### src/fctc_pkg.sv
// Shared constants for the frame timing controller.
// Assumes a single 10 MHz clock and word-aligned register access.
package fctc_pkg;

  // ----------------------------------------------------------------
  // Register map (index; byte address is four times the index)
  // ----------------------------------------------------------------
  localparam logic [7:0] IDX_TX_GUARD_CONTROL = 8'h31;
  localparam logic [7:0] IDX_TX_GUARD_LOW = 8'h32;
  localparam logic [7:0] IDX_FRAME_FORMAT_CFG = 8'h33;
  localparam logic [7:0] IDX_RX_START_DETECT = 8'h34;
  localparam logic [7:0] IDX_RX_BEHAVIOR_CFG = 8'h35;

  // ----------------------------------------------------------------
  // Reset values
  // ----------------------------------------------------------------
  localparam logic [7:0] RST_TX_GUARD_CONTROL = 8'hC0;
  localparam logic [7:0] RST_TX_GUARD_LOW = 8'h00;
  localparam logic [7:0] RST_FRAME_FORMAT_CFG = 8'h00;
  localparam logic [7:0] RST_RX_START_DETECT = 8'h00;
  localparam logic [7:0] RST_RX_BEHAVIOR_CFG = 8'h04;

  // ----------------------------------------------------------------
  // Field positions
  // ----------------------------------------------------------------
  localparam int BIT_WAIT_ORIGIN = 7;
  localparam int BIT_WAIT_UNIT = 6;
  localparam int BIT_TX_PARITY = 7;
  localparam int BIT_RX_PARITY = 6;
  localparam int BIT_SOF_IRQ_EN = 5;
  localparam int BIT_SOF_SEEN = 4;
  localparam int BIT_SUBC_IRQ_EN = 2;
  localparam int BIT_SUBC_SEEN = 1;
  localparam int BIT_SUBC_LIVE = 0;
  localparam int BIT_PARTIAL = 7;
  localparam int BIT_CONTINUOUS = 6;
  localparam int BIT_EMD = 3;
  localparam logic [1:0] EMD_BYTES_LAST = 2'h2;

  // ----------------------------------------------------------------
  // Timing: one guard unit is 16 carrier periods
  // ----------------------------------------------------------------
  localparam int CLK_KHZ = 10000;
  localparam int CARRIER_KHZ = 13560;
  localparam int UNIT_CARRIERS = 16;
  localparam int CARRIER16_CYC =
    (UNIT_CARRIERS * CLK_KHZ + CARRIER_KHZ - 1) / CARRIER_KHZ;
  localparam logic [3:0] DIV_LAST = 4'(CARRIER16_CYC - 1);

  typedef enum logic [1:0] {
    RX_IDLE = 2'b00,
    RX_EARLY = 2'b01,
    RX_BODY = 2'b11
  } fctc_rx_state_type;

endpackage

### src/fctc_link_if.sv
// Internal carrier between the controller and its timer and parity units.
// Assumes all parties run on the same clock.
`timescale 1ns/1ns
interface fctc_link_if;
  logic start_evt;
  logic [10:0] count;
  logic unit_sel;
  logic half_tick;
  logic expired;
  logic [7:0] tx_byte;
  logic tx_valid;
  logic tx_en;
  logic tx_par;
  logic tx_par_valid;
  logic [7:0] rx_byte;
  logic rx_bit;
  logic rx_valid;
  logic rx_partial;
  logic rx_end;
  logic rx_chk_en;
  logic [7:0] rx_q_byte;
  logic rx_q_valid;
  logic rx_q_partial;
  logic rx_q_end;
  logic rx_q_perr;

  modport ctl(output start_evt, count, unit_sel, half_tick, tx_byte,
    tx_valid, tx_en, rx_byte, rx_bit, rx_valid, rx_partial, rx_end,
    rx_chk_en, input expired, tx_par, tx_par_valid, rx_q_byte,
    rx_q_valid, rx_q_partial, rx_q_end, rx_q_perr);
  modport tmr(input start_evt, count, unit_sel, half_tick,
    output expired);
  modport par(input tx_byte, tx_valid, tx_en, rx_byte, rx_bit, rx_valid,
    rx_partial, rx_end, rx_chk_en, output tx_par, tx_par_valid, rx_q_byte,
    rx_q_valid, rx_q_partial, rx_q_end, rx_q_perr);
endinterface

### src/fctc_frame_ctrl.sv
// Frame timing controller top: registers, transmit hold-off, rx framing.
// Assumes frontend strobes are one-cycle pulses on clk_i, Wishbone classic.
//
// Function
// RULE1 - Guard control resets to C0h
// RULE2 - Origin bit picks end of send or receive
// RULE3 - Unit is 16 carriers or half bit
// RULE4 - Guard count is eleven bits, upper three above
// RULE5 - Guard time is minimum gap before sending
// RULE6 - Stop field sets stop bit and extra guard
// RULE7 - Transmit parity appended to every byte
// RULE8 - Receive parity checked, not stored
// RULE9 - Stop symbol field selects sent stop symbol
// RULE10 - Start symbol field selects sent start symbol
// RULE11 - Frame start with enable raises interrupt
// RULE12 - Sticky frame start flag until cleared
// RULE13 - Subcarrier with enable raises interrupt
// RULE14 - Sticky subcarrier flag until cleared
// RULE15 - Live subcarrier status bit, read only
// RULE16 - Partial byte stored despite CRC when enabled
// RULE17 - Continuous receive does not end reception
// RULE18 - Continuous receive appends error register byte
// RULE19 - Early error discards bytes, resets FIFO
// RULE20 - Collision counts as error during suppression
// RULE21 - No completion interrupt in suppressed cases
// RULE22 - Software waits three bytes before reading
// RULE23 - Receive rate codes four to seven valid
// RULE24 - Transmission waits for guard timer expiry
// RULE25 - Flags cleared by writing zero, set wins
//
// The Wishbone slave port was chosen for this implementation.
`timescale 1ns/1ns
module fctc_frame_ctrl
  import fctc_pkg::*;
(
  input wire logic clk_i,
  input wire logic rst_i,
  input wire logic wb_cyc_i,
  input wire logic wb_stb_i,
  input wire logic wb_we_i,
  input wire logic [9:0] wb_adr_i,
  input wire logic [3:0] wb_sel_i,
  input wire logic [31:0] wb_dat_i,
  output logic [31:0] wb_dat_o,
  output logic wb_ack_o,
  input wire logic tx_req_i,
  input wire logic tx_end_i,
  input wire logic half_bit_tick_i,
  input wire logic [7:0] tx_byte_i,
  input wire logic tx_byte_valid_i,
  input wire logic rx_sof_i,
  input wire logic rx_subc_i,
  input wire logic [7:0] rx_byte_i,
  input wire logic rx_parity_bit_i,
  input wire logic rx_byte_valid_i,
  input wire logic rx_partial_i,
  input wire logic rx_end_i,
  input wire logic rx_error_i,
  input wire logic rx_coll_i,
  input wire logic crc_en_i,
  input wire logic [7:0] error_reg_i,
  output logic tx_start_o,
  output logic tx_parity_o,
  output logic tx_parity_valid_o,
  output logic stop_bit_o,
  output logic [2:0] egt_units_o,
  output logic [1:0] start_symbol_sel_o,
  output logic [1:0] stop_symbol_sel_o,
  output logic rx_frame_start_irq_o,
  output logic rx_done_irq_o,
  output logic rx_stop_o,
  output logic continuous_receive_o,
  output logic [2:0] rx_rate_o,
  output logic rx_rate_valid_o,
  output logic rx_parity_err_o,
  output logic fifo_wr_o,
  output logic [7:0] fifo_wdata_o,
  output logic fifo_flush_o
);
  fctc_link_if lnk ();

  logic [7:0] ctrl, next_ctrl;
  logic [7:0] low, next_low;
  logic [7:0] frame, next_frame;
  logic [5:0] sofd, next_sofd;
  logic [7:0] rxc, next_rxc;
  logic ack, next_ack;
  logic [31:0] rdat, next_rdat;
  logic acc, wr_lo;
  logic [7:0] idx;

  logic tx_busy, next_tx_busy;
  logic tx_start, next_tx_start;
  logic subc_prev, next_subc_prev;
  logic sof_irq, next_sof_irq;

  fctc_rx_state_type st, next_st;
  logic [1:0] nbytes, next_nbytes;
  logic err_pend, next_err_pend;
  logic err_d, next_err_d;
  logic fwr, next_fwr;
  logic [7:0] fdat, next_fdat;
  logic fflush, next_fflush;
  logic done_irq, next_done_irq;
  logic rx_stop, next_rx_stop;
  logic perr, next_perr;
  logic store, early_err;

  logic stop_bit, next_stop_bit;
  logic [2:0] egt, next_egt;
  logic tx_par, tx_pv;

  // ----------------------------------------------------------------
  // Sub-units
  // ----------------------------------------------------------------
  fctc_guard_timer u_timer (
    .clk_i(clk_i),
    .rst_i(rst_i),
    .lnk(lnk.tmr)
  );

  fctc_parity #(
    .ODD_PARITY(1'b1)
  ) u_parity (
    .clk_i(clk_i),
    .rst_i(rst_i),
    .lnk(lnk.par)
  );

  assign lnk.start_evt = ctrl[BIT_WAIT_ORIGIN] ? rx_end_i : tx_end_i; // RULE2
  assign lnk.count = {ctrl[5:3], low}; // RULE4
  assign lnk.unit_sel = ctrl[BIT_WAIT_UNIT]; // RULE3
  assign lnk.half_tick = half_bit_tick_i;
  assign lnk.tx_byte = tx_byte_i;
  assign lnk.tx_valid = tx_byte_valid_i;
  assign lnk.tx_en = frame[BIT_TX_PARITY];
  assign lnk.rx_byte = rx_byte_i;
  assign lnk.rx_bit = rx_parity_bit_i;
  assign lnk.rx_valid = rx_byte_valid_i;
  assign lnk.rx_partial = rx_partial_i;
  assign lnk.rx_end = rx_end_i;
  assign lnk.rx_chk_en = frame[BIT_RX_PARITY];

  // ----------------------------------------------------------------
  // Wishbone slave and register file
  // ----------------------------------------------------------------
  always_comb begin
    acc = wb_cyc_i && wb_stb_i && !ack;
    idx = wb_adr_i[9:2];
    wr_lo = acc && wb_we_i && wb_sel_i[0];
    next_ack = acc;
    next_rdat = 32'h0000_0000;
    next_ctrl = ctrl;
    next_low = low;
    next_frame = frame;
    next_rxc = rxc;
    next_sofd = sofd;
    if (acc && !wb_we_i) begin
      case (idx)
        IDX_TX_GUARD_CONTROL: next_rdat = {24'h000000, ctrl};
        IDX_TX_GUARD_LOW: next_rdat = {24'h000000, low};
        IDX_FRAME_FORMAT_CFG: next_rdat = {24'h000000, frame};
        IDX_RX_START_DETECT: next_rdat = {26'h0000000, sofd};
        IDX_RX_BEHAVIOR_CFG: next_rdat = {24'h000000, rxc};
        default: next_rdat = 32'h0000_0000;
      endcase
    end
    if (wr_lo) begin
      case (idx)
        IDX_TX_GUARD_CONTROL: next_ctrl = wb_dat_i[7:0];
        IDX_TX_GUARD_LOW: next_low = wb_dat_i[7:0];
        IDX_FRAME_FORMAT_CFG: next_frame = {wb_dat_i[7:6], 2'b00,
          wb_dat_i[3:0]};
        IDX_RX_START_DETECT: begin
          next_sofd[BIT_SOF_IRQ_EN] = wb_dat_i[BIT_SOF_IRQ_EN];
          next_sofd[BIT_SUBC_IRQ_EN] = wb_dat_i[BIT_SUBC_IRQ_EN];
          // Writing zero clears; writing one leaves the flag alone
          if (!wb_dat_i[BIT_SOF_SEEN]) begin
            next_sofd[BIT_SOF_SEEN] = 1'b0; // RULE25
          end
          if (!wb_dat_i[BIT_SUBC_SEEN]) begin
            next_sofd[BIT_SUBC_SEEN] = 1'b0; // RULE25
          end
        end
        IDX_RX_BEHAVIOR_CFG: next_rxc = {wb_dat_i[7:6], 2'b00,
          wb_dat_i[3:0]};
        default: next_ctrl = ctrl;
      endcase
    end
    // Hardware set comes last so it wins over a clear
    if (rx_sof_i) begin
      next_sofd[BIT_SOF_SEEN] = 1'b1; // RULE12
    end
    if (rx_subc_i) begin
      next_sofd[BIT_SUBC_SEEN] = 1'b1; // RULE14
    end
    next_sofd[BIT_SUBC_LIVE] = rx_subc_i; // RULE15
    next_sofd[3] = 1'b0;
  end

  always_ff @(posedge clk_i) begin
    if (rst_i) begin
      ctrl <= RST_TX_GUARD_CONTROL; // RULE1
      low <= RST_TX_GUARD_LOW;
      frame <= RST_FRAME_FORMAT_CFG;
      sofd <= RST_RX_START_DETECT[5:0];
      rxc <= RST_RX_BEHAVIOR_CFG;
      ack <= 1'b0;
      rdat <= 32'h0000_0000;
    end else begin
      ctrl <= next_ctrl;
      low <= next_low;
      frame <= next_frame;
      sofd <= next_sofd;
      rxc <= next_rxc;
      ack <= next_ack;
      rdat <= next_rdat;
    end
  end

  // ----------------------------------------------------------------
  // Transmit hold-off and framing selects
  // ----------------------------------------------------------------
  always_comb begin
    next_tx_start = tx_req_i && lnk.expired && !tx_busy && !tx_start; // RULE24
    next_tx_busy = tx_busy;
    if (tx_start) begin
      next_tx_busy = 1'b1;
    end
    if (tx_end_i) begin
      next_tx_busy = 1'b0;
    end
    next_stop_bit = (ctrl[2:0] != 3'h0); // RULE6
    next_egt = (ctrl[2:0] > 3'h1) ? ctrl[2:0] - 3'h1 : 3'h0; // RULE6
    next_subc_prev = rx_subc_i;
    next_sof_irq = (rx_sof_i && sofd[BIT_SOF_IRQ_EN]) || // RULE11
      (rx_subc_i && !subc_prev && sofd[BIT_SUBC_IRQ_EN]); // RULE13
  end

  always_ff @(posedge clk_i) begin
    if (rst_i) begin
      tx_start <= 1'b0;
      tx_busy <= 1'b0;
      stop_bit <= 1'b0;
      egt <= 3'h0;
      subc_prev <= 1'b0;
      sof_irq <= 1'b0;
    end else begin
      tx_start <= next_tx_start;
      tx_busy <= next_tx_busy;
      stop_bit <= next_stop_bit;
      egt <= next_egt;
      subc_prev <= next_subc_prev;
      sof_irq <= next_sof_irq;
    end
  end

  // ----------------------------------------------------------------
  // Receive path: FIFO writes, suppression, completion
  // ----------------------------------------------------------------
  always_comb begin
    next_err_d = rx_error_i || rx_coll_i; // RULE20
    store = lnk.rx_q_valid && (!lnk.rx_q_partial || // RULE16
      rxc[BIT_PARTIAL] || !crc_en_i);
    early_err = rxc[BIT_EMD] && (st == RX_EARLY) &&
      (lnk.rx_q_perr || err_d); // RULE19
    next_perr = lnk.rx_q_perr;
    next_st = st;
    next_nbytes = nbytes;
    next_fwr = 1'b0;
    next_fdat = fdat;
    next_fflush = 1'b0;
    next_done_irq = 1'b0;
    next_rx_stop = 1'b0;
    next_err_pend = err_pend;
    if (rx_sof_i) begin
      next_st = RX_EARLY;
      next_nbytes = 2'h0;
    end else if (early_err) begin
      // Early bytes treated as disturbance; frame is dropped
      next_fflush = 1'b1; // RULE19
      next_st = RX_IDLE;
    end else if (store) begin
      next_fwr = 1'b1;
      next_fdat = lnk.rx_q_byte;
      if (st == RX_EARLY) begin
        next_nbytes = nbytes + 2'h1;
        if (nbytes == EMD_BYTES_LAST) begin
          next_st = RX_BODY;
        end
      end
    end else if (err_pend) begin
      next_fwr = 1'b1;
      next_fdat = error_reg_i; // RULE18
      next_err_pend = 1'b0;
    end
    if (lnk.rx_q_end && !early_err) begin
      if (rxc[BIT_EMD] && (st == RX_EARLY)) begin
        next_fflush = 1'b1; // RULE21
      end else if (!(rxc[BIT_EMD] && (st == RX_IDLE))) begin
        // A frame already dropped as disturbance stays silent
        next_done_irq = 1'b1; // RULE21
      end
      next_err_pend = rxc[BIT_CONTINUOUS]; // RULE18
      next_rx_stop = !rxc[BIT_CONTINUOUS]; // RULE17
      next_st = RX_IDLE;
    end
  end

  always_ff @(posedge clk_i) begin
    if (rst_i) begin
      st <= RX_IDLE;
      nbytes <= 2'h0;
      err_pend <= 1'b0;
      err_d <= 1'b0;
      fwr <= 1'b0;
      fdat <= 8'h00;
      fflush <= 1'b0;
      done_irq <= 1'b0;
      rx_stop <= 1'b0;
      perr <= 1'b0;
    end else begin
      st <= next_st;
      nbytes <= next_nbytes;
      err_pend <= next_err_pend;
      err_d <= next_err_d;
      fwr <= next_fwr;
      fdat <= next_fdat;
      fflush <= next_fflush;
      done_irq <= next_done_irq;
      rx_stop <= next_rx_stop;
      perr <= next_perr;
    end
  end

  // ----------------------------------------------------------------
  // Outputs
  // ----------------------------------------------------------------
  assign wb_dat_o = rdat;
  assign wb_ack_o = ack;
  assign tx_start_o = tx_start;
  assign tx_parity_o = lnk.tx_par;
  assign tx_parity_valid_o = lnk.tx_par_valid;
  assign stop_bit_o = stop_bit;
  assign egt_units_o = egt;
  assign start_symbol_sel_o = frame[1:0]; // RULE10
  assign stop_symbol_sel_o = frame[3:2]; // RULE9
  assign rx_frame_start_irq_o = sof_irq;
  assign rx_done_irq_o = done_irq;
  assign rx_stop_o = rx_stop;
  assign continuous_receive_o = rxc[BIT_CONTINUOUS]; // RULE17
  assign rx_rate_o = rxc[2:0];
  assign rx_rate_valid_o = rxc[2]; // RULE23
  assign rx_parity_err_o = perr;
  assign fifo_wr_o = fwr;
  assign fifo_wdata_o = fdat;
  assign fifo_flush_o = fflush;

  // ----------------------------------------------------------------
  // Checks
  // ----------------------------------------------------------------
  property p_reset_ctrl;
    @(posedge clk_i) disable iff (rst_i)
    $fell(rst_i) |-> (ctrl == 8'hC0);
  endproperty
  a_reset_ctrl: assert property (p_reset_ctrl) // RULE1
    else $error("guard control reset value wrong");

  property p_hold_off;
    @(posedge clk_i) disable iff (rst_i)
    tx_start_o |-> $past(lnk.expired) && !$past(tx_busy);
  endproperty
  a_hold_off: assert property (p_hold_off) // RULE24
    else $error("transmission started inside guard time");

  property p_origin;
    @(posedge clk_i) disable iff (rst_i)
    tx_end_i && !ctrl[BIT_WAIT_ORIGIN] && (lnk.count != 11'h000)
      |=> !lnk.expired ##1 !tx_start_o;
  endproperty
  a_origin: assert property (p_origin) // RULE2
    else $error("guard time not started at end of send");

  property p_sof_seen;
    @(posedge clk_i) disable iff (rst_i)
    rx_sof_i |=> sofd[BIT_SOF_SEEN] [*2] or (sofd[BIT_SOF_SEEN] ##1 wr_lo);
  endproperty
  a_sof_seen: assert property (p_sof_seen) // RULE12
    else $error("frame start flag not set or lost");

  property p_subc_seen;
    @(posedge clk_i) disable iff (rst_i)
    rx_subc_i |=> sofd[BIT_SUBC_SEEN] && sofd[BIT_SUBC_LIVE];
  endproperty
  a_subc_seen: assert property (p_subc_seen) // RULE14
    else $error("subcarrier flags not set");

  property p_sof_irq;
    @(posedge clk_i) disable iff (rst_i)
    rx_sof_i && sofd[BIT_SOF_IRQ_EN] |=> rx_frame_start_irq_o;
  endproperty
  a_sof_irq: assert property (p_sof_irq) // RULE11
    else $error("frame start interrupt missing");

  property p_emd_flush;
    @(posedge clk_i) disable iff (rst_i)
    early_err && !rx_sof_i |=> fifo_flush_o && !rx_done_irq_o && !fifo_wr_o;
  endproperty
  a_emd_flush: assert property (p_emd_flush) // RULE19
    else $error("early error did not reset the FIFO");

  property p_drop_quiet;
    @(posedge clk_i) disable iff (rst_i)
    early_err |=> (!rx_done_irq_o) [*2];
  endproperty
  a_drop_quiet: assert property (p_drop_quiet) // RULE21
    else $error("completion raised for a dropped frame");

  property p_stop_len;
    @(posedge clk_i) disable iff (rst_i)
    $stable(ctrl) |=> stop_bit_o == ($past(ctrl[2:0]) != 3'h0);
  endproperty
  a_stop_len: assert property (p_stop_len) // RULE6
    else $error("stop bit select wrong");

  property p_rate;
    @(posedge clk_i) disable iff (rst_i)
    rx_rate_valid_o |-> (rx_rate_o >= 3'h4);
  endproperty
  a_rate: assert property (p_rate) // RULE23
    else $error("reserved rate flagged valid");
endmodule

### src/fctc_guard_timer.sv
// Guard timer: loads the guard count at its start event, counts units.
// Assumes start events and ticks are one-cycle pulses on clk_i.
`timescale 1ns/1ns
module fctc_guard_timer
  import fctc_pkg::*;
(
  input wire logic clk_i,
  input wire logic rst_i,
  fctc_link_if.tmr lnk
);
  logic [3:0] div, next_div;
  logic [10:0] cnt, next_cnt;
  logic run, next_run;
  logic exp_q, next_exp;
  logic unit_tick;

  // ----------------------------------------------------------------
  // Unit divider and countdown
  // ----------------------------------------------------------------
  always_comb begin
    next_div = (div == DIV_LAST) ? 4'h0 : div + 4'h1;
    unit_tick = lnk.unit_sel ? lnk.half_tick : (div == DIV_LAST); // RULE3
    next_cnt = cnt;
    next_run = run;
    if (lnk.start_evt) begin
      // Restart the divider so the first unit is a whole one
      next_div = 4'h0;
      next_cnt = lnk.count;
      next_run = (lnk.count != 11'h000);
    end else if (run && unit_tick) begin
      next_cnt = cnt - 11'h001;
      if (cnt == 11'h001) begin
        next_run = 1'b0;
      end
    end
    next_exp = !next_run;
  end

  always_ff @(posedge clk_i) begin
    if (rst_i) begin
      div <= 4'h0;
      cnt <= 11'h000;
      run <= 1'b0;
      exp_q <= 1'b1;
    end else begin
      div <= next_div;
      cnt <= next_cnt;
      run <= next_run;
      exp_q <= next_exp;
    end
  end

  assign lnk.expired = exp_q;

  property p_load_blocks;
    @(posedge clk_i) disable iff (rst_i)
    lnk.start_evt && (lnk.count != 11'h000) |=> !lnk.expired;
  endproperty
  a_load_blocks: assert property (p_load_blocks) // RULE5
    else $error("guard timer did not start");
endmodule

### src/fctc_parity.sv
// Parity unit: makes transmit parity and checks receive parity.
// Assumes byte strobes are one-cycle pulses; outputs lag by one cycle.
`timescale 1ns/1ns
module fctc_parity
  import fctc_pkg::*;
#(
  parameter bit ODD_PARITY = 1'b1
)
(
  input wire logic clk_i,
  input wire logic rst_i,
  fctc_link_if.par lnk
);
  logic tx_par, next_tx_par, tx_pv, next_tx_pv;
  logic [7:0] rq_byte, next_rq_byte;
  logic rq_valid, next_rq_valid, rq_part, next_rq_part;
  logic rq_end, next_rq_end, rq_perr, next_rq_perr;

  // ----------------------------------------------------------------
  // Parity logic
  // ----------------------------------------------------------------
  always_comb begin
    next_tx_par = (^lnk.tx_byte) ^ ODD_PARITY; // RULE7
    next_tx_pv = lnk.tx_valid && lnk.tx_en; // RULE7
    // Parity bit is checked only, never passed on with the byte
    next_rq_byte = lnk.rx_byte; // RULE8
    next_rq_valid = lnk.rx_valid;
    next_rq_part = lnk.rx_partial;
    next_rq_end = lnk.rx_end;
    next_rq_perr = lnk.rx_valid && lnk.rx_chk_en && !lnk.rx_partial &&
      ((^lnk.rx_byte) ^ ODD_PARITY ^ lnk.rx_bit); // RULE8
  end

  always_ff @(posedge clk_i) begin
    if (rst_i) begin
      tx_par <= 1'b0;
      tx_pv <= 1'b0;
      rq_byte <= 8'h00;
      rq_valid <= 1'b0;
      rq_part <= 1'b0;
      rq_end <= 1'b0;
      rq_perr <= 1'b0;
    end else begin
      tx_par <= next_tx_par;
      tx_pv <= next_tx_pv;
      rq_byte <= next_rq_byte;
      rq_valid <= next_rq_valid;
      rq_part <= next_rq_part;
      rq_end <= next_rq_end;
      rq_perr <= next_rq_perr;
    end
  end

  assign lnk.tx_par = tx_par;
  assign lnk.tx_par_valid = tx_pv;
  assign lnk.rx_q_byte = rq_byte;
  assign lnk.rx_q_valid = rq_valid;
  assign lnk.rx_q_partial = rq_part;
  assign lnk.rx_q_end = rq_end;
  assign lnk.rx_q_perr = rq_perr;

  property p_tx_parity;
    @(posedge clk_i) disable iff (rst_i)
    lnk.tx_valid && lnk.tx_en |=>
      lnk.tx_par_valid && (lnk.tx_par == ((^$past(lnk.tx_byte)) ^ ODD_PARITY));
  endproperty
  a_tx_parity: assert property (p_tx_parity) // RULE7
    else $error("transmit parity wrong or missing");
endmodule

### config.mk
export PLATFORM = sky130hd
export DESIGN_NAME = fctc_frame_ctrl
export DESIGN_NICKNAME = d
export VERILOG_FILES = /design/src/fctc_pkg.sv /design/src/fctc_link_if.sv /design/src/fctc_frame_ctrl.sv /design/src/fctc_guard_timer.sv /design/src/fctc_parity.sv
export SDC_FILE = /design/constraint.sdc
export NUM_CORES = 1
export LEC_CHECK = 0
export BUFFER_PORTS_ARGS = -buffer_cell sky130_fd_sc_hd__buf_2
export CAP_MARGIN = 25
export CORE_MARGIN = 10
export CORE_UTILIZATION = 55
export CTS_BUF_LIST = sky130_fd_sc_hd__clkbuf_4 sky130_fd_sc_hd__clkbuf_8
export CTS_CLUSTER_SIZE = 10
export DETAILED_ROUTE_END_ITERATION = 8
export GPL_TIMING_DRIVEN = 0
export HOLD_SLACK_MARGIN = 0.15
export PLACE_DENSITY_LB_ADDON = 0.05
export SYNTH_ARGS = -nofsm -noshare
export SYNTH_HDL_FRONTEND = slang
export SYNTH_HIERARCHICAL = 1
export SYNTH_SLANG_ARGS = --single-unit
### constraint.sdc
create_clock -name clk_i -period 4.6 [get_ports clk_i]
set_clock_uncertainty 0.1 [all_clocks]
set_input_delay 0.69 -clock clk_i [delete_from_list [all_inputs] [get_ports clk_i]]
set_output_delay 0.69 -clock clk_i [all_outputs]
set_load 0.05 [all_outputs]
# Yosys cells after proc, flatten, opt, wreduce, memory -nomap -nowiden
# Index checks and enable logic that the tools add are counted.
[op_classes]
n_reduce_logical = 73
n_mux = 34
magnitude_cmp = 1
n_shift = 0
n_eq_ne = 14
add_sub_neg = 4
bitwise = 8
div_mod_pow = 0
n_mul = 0
[op_table]
columns = ["op", "n"]
rows = [
  ["8-bit by 6-bit equality test with 1-bit output (second input constant)", 5],
  ["8-bit one-hot mux with 5 select lines", 1],
  ["1-bit two-way mux", 29],
  ["11-bit two-way mux", 2],
  ["1-bit logical AND", 21],
  ["3-bit AND reduction", 7],
  ["8-bit two-way mux", 2],
  ["8-bit parity", 2],
  ["2-bit nonzero test", 6],
  ["3-bit nonzero test", 4],
  ["2-bit OR reduction", 6],
  ["11-bit by 1-bit equality test with 1-bit output (second input constant)", 1],
  ["1-bit logical NOT", 11],
  ["11-bit nonzero test", 1],
  ["11-bit by 1-bit subtractor with 11-bit output (second input constant)", 1],
  ["2-bit by 1-bit inequality test with 1-bit output (second input constant)", 5],
  ["2-bit AND reduction", 5],
  ["3-bit OR reduction", 3],
  ["1-bit NOT", 7],
  ["1-bit logical OR", 5],
  ["4-bit by 1-bit adder with 4-bit output (second input constant)", 1],
  ["4-bit equality test (second input constant)", 1],
  ["4-bit OR reduction", 1],
  ["3-bit by 1-bit > comparator with 1-bit output (second input constant)", 1],
  ["other kinds (6)", 6],
]
[word_totals]
wordCells = 172
rom_bits = 0
input_bits = 88
mem_count = 0
ram_bits = 0
ff_bits = 124
out_inout_bits = 63
latch_bits = 0

# Depth between registers and ports, before layout
[depth]
word_depth = 8
ltp_mapped = 6
ltp_nobuf = 6

# Modules after synthesis
# The synthesis kept the hierarchy.
[modules_own_cells]
columns = ["mod", "cells_each", "area_each_um2", "n_inst", "seq_area_each_um2"]
rows = [
  ["fctc_frame_ctrl", 338, 3219.3, 1, 1361.3],
  ["fctc_guard_timer", 110, 930.9, 1, 340.3],
  ["fctc_parity", 44, 513.0, 1, 280.3],
]

# Worst setup path before layout
# Ideal clock, no wire load.
[synth_path]
path_type = "input port to flip-flop"
startpoint = "input wb_adr_i[3]"
endpoint = "register ctrl[6]"
setup_ns = 0.120
t_arrival_ns = 2.041
cell_stages = 4
slack_ns = 2.339
required_ns = 4.380
n_path_buf = 0
cell_sequence = "or4b_4 nor4_4 nor2b_1 a211o_1"
[synth_between]
elab_chain_cells = 2
[synth_rtl]
columns = ["item", "line_no", "rtl"]
rows = [
  ["start, declared", "fctc_frame_ctrl.sv:41", "input wire logic [9:0] wb_adr_i,"],
  ["8-bit by 6-bit equality test with 1-bit output", "fctc_frame_ctrl.sv:169", "case (idx)"],
  ["2-bit AND reduction (no line)", "--", ""],
  ["end signal, assigned", "fctc_frame_ctrl.sv:211", "ctrl <= next_ctrl;"],
  ["end, declared", "fctc_frame_ctrl.sv:82", "logic [7:0] ctrl, next_ctrl;"],
]
# Every way passes these cells.
# A chain may end at the register's enable or synchronous reset.

# Worst setup path in the final report
[layout_path]
startpoint = "input wb_adr_i[8]"
endpoint = "register rxc[2]"
[layout_between]
elab_chain_cells = 2
[layout_rtl]
columns = ["item", "line_no", "rtl"]
rows = [
  ["8-bit by 6-bit equality test with 1-bit output", "fctc_frame_ctrl.sv:169", ""],
  ["2-bit AND reduction (no line)", "--", ""],
  ["end signal, assigned", "fctc_frame_ctrl.sv:215", "rxc <= next_rxc;"],
  ["end, declared", "fctc_frame_ctrl.sv:86", "logic [7:0] rxc, next_rxc;"],
]
# Every way passes these cells.

==> metrics <==
status=finished clean; library cells used by synthesis=63; Min-Delay Path Class=reg2reg; # clock sinks=99; TritonCTS clock tree=done; first-pass GRT wire length=19700 um; fin crit share=slightly below 50%; final hold vios=0; DRC Markers=0; final setup margin=2340 ps; htree depth=3; top_reg_cell synth=dfxtp_1; initial antenna violation count=0; CP arrival=between 2000 and 2500 ps; port buffer count=96; area share of the leading cell type in the synthesized netlist=42.5%; PnR Total Power=1.71 mW; pre-CTS WS=1960 ps; 1st-pass router iterations=4; startpoint types=input pin; Yosys top cell by area=dfxtp_1; Setup TNS=0 ps; deepest clock path buffer count=2; pin count of the biggest net entering global routing=20; DR WL/cell=between 15 and 20 um; die span in y=~110 um; total vias in the final route=3862; Die X=112 um; share of cells above drive strength 1=27.2%; clk_lat worst skew=370 ps; hold_sp=u_timer/lnk.expired; Detail Route Antenna Nets=0; Max-cap violations=0; root buf cell=clkbuf_8; Seq/Total Area, Yosys=42.5%; final core utilization=67.7%; vias in the first global route=3948; die area=12600 um2; CP Capture Type=register; reg-to-reg startpoint=wb_ack_o; post-synthesis async set-or-reset flop share=0%; Slew headroom=30.4%; Finished Cell Area=~5600 um2; ant diodes=0; Starting DRT DRC Count=176; Syn Area/Cell=approximately 9.5 um2; Initial Utilization=56.8%; CTS Buf Count=9; Post-DP Area=5360 um2; Max VDD drop=0.000154 V; FF+latch count, synth=99; Leak Pwr=2.28 nW; FILL cells=approximately 720; synth-to-layout area growth=19.2%; detailed placement HPWL=9350 um; gpl congestion=0.871; grt ovf=0; ranking of synthesized cells by area=dfxtp_1, mux2i_1, buf_4; Slew Limit Fails=0; pwr dens=307 nW/um2; Max Fclk=0.443 GHz; Via density=5.27; Worst-path clk slew=100 ps; Top Ports=151; total core area=8220 um2; FF-to-FF setup slack=2380 ps; synthesized instance count=492; postcts setup bufs=0; CP Class=in2reg; Setup violations, final=0; CP Launch Point=wb_adr_i[8]; CP max FO=10; yosys warns=6; clock period minus worst slack=2260 ps; cell area after synthesis=4660 um2; row cnt=33; Final #Nets=718; Post-synth EDFFs=0; hold buffer count at cts=0; critical path required time=4760 ps; final wirelength=11900 um; actual slew at the worst max-slew pin=1040 ps; CTS resizes=0; RSZ-0062 raised after global routing=false; GRT Total Usage=18.7%
## layer usage
layer,vias up,GRT usage (%),wire (um),part of all wire [%]
li1,1942,-,-,-
met1,1793,22.2,5140,43
met2,108,32.0,5870,49
met3,19,5.17,740,6.2
met4,0,6.18,206,1.7
met5,-,0,0,0
## cells by family after synthesis
kind of cell,Yosys count,share of synthesized area (%)
mux,45,9.87
simple gates,177,21.7
compound gates,77,11.6
xor+xnor,23,4.62
buf+inv,63,7.81
other cells,1,0.0804
fa+ha+maj,7,1.88
flops,99,42.5
## placed cells by master (no fill, tap or decap), types with 5 or more instances in the layout
master / Yosys / layout
a2111oi_0: 5 / 5
a211oi_1: 19 / 19
a21oi_1: 24 / 24
buf_2: 3 / 99
buf_4: 31 / 31
clkbuf_1: 15 / 15
clkbuf_8: 0 / 9
conb_1: 1 / 24
dfxtp_1: 99 / 99
ha_1: 7 / 7
inv_1: 12 / 12
mux2_2: 8 / 8
mux2i_1: 37 / 37
nand2_1: 20 / 20
nand2b_1: 16 / 16
nand3_1: 7 / 7
nor2_1: 60 / 60
nor2b_1: 21 / 21
nor3_1: 7 / 7
nor4_1: 5 / 5
xnor2_1: 19 / 19
## through the flow
| stage | instances | hold WS [ps] |
|---|---|---|
| floorplan | 515 | 308 |
| global placement | 716 | 320 |
| detailed placement | 716 | 322 |
| CTS | 732 | 338 |
| global route | 733 | 357 |
| finish | 733 | 335 |
## report_power, final
part	total (mW)	switching [mW]	internal, mW
registers	0.893	0.0132	0.879
clock network	0.548	0.336	0.212
logic	0.265	0.168	0.0972
total	1.71	0.518	1.19
## state kept, by name, indices dropped and copies added, names as in the netlist, 2 cells and up
name	count
egt_units_o	3
wb_dat_o	8
st	2
ctrl	8
fifo_wdata_o	8
u_timer/cnt	11
sofd	5
u_timer/div	4
low	8
frame	6
rxc	6
nbytes	2
u_parity/lnk.rx_q_byte	8
## cells in the mapped netlist, types with 2 or more instances
cell type and instances:
a2111oi_0 5, a211o_1 3, a211oi_1 19, a21oi_1 24, a22o_1 3, a22oi_1 2, a2bb2oi_1 3, a311oi_1 2
a31oi_1 4, and2_1 2, and3_1 2, and3b_1 2, and4_1 2, buf_2 3, buf_4 31, clkbuf_1 15
dfxtp_1 99, ha_1 7, inv_1 12, mux2_2 8, mux2i_1 37, nand2_1 20, nand2b_1 16, nand3_1 7
nand3b_1 2, nand4_1 4, nand4bb_1 4, nor2_1 60, nor2b_1 21, nor3_1 7, nor3b_1 4, nor4_1 5
nor4_4 2, o21ai_0 3, or4_1 3, or4b_4 2, xnor2_1 19, xor2_1 3
## critical path, stage by stage
cell,delay (ps)
buf_2,100
nand4bb_1,170
buf_2,200
nor4_2,860
nor2b_1,100
a211o_1,290
## path summary, 6_finish.rpt
path,depth (start not counted),to
worst max-delay path,6,rxc[2]
worst min-delay path,2,tx_start_o
worst max register to register,4,rxc[2]
worst min register to register,2,tx_start_o
## area by class of cell
| cell class | instances | area, um2 | area share (%) |
|---|---|---|---|
| clock buffers | 9 | 124 | 2.23 |
| clock inverters | 7 | 70.1 | 1.26 |
| multi-input cells | 353 | 2400 | 43.2 |
| well taps | 105 | 131 | 2.36 |
| inverters | 12 | 45.0 | 0.810 |
| plain buffers | 51 | 319 | 5.74 |
| repair buffers | 97 | 485 | 8.73 |
| flip-flops and latches | 99 | 1980 | 35.6 |
Power figures use the tool's default switching activity.
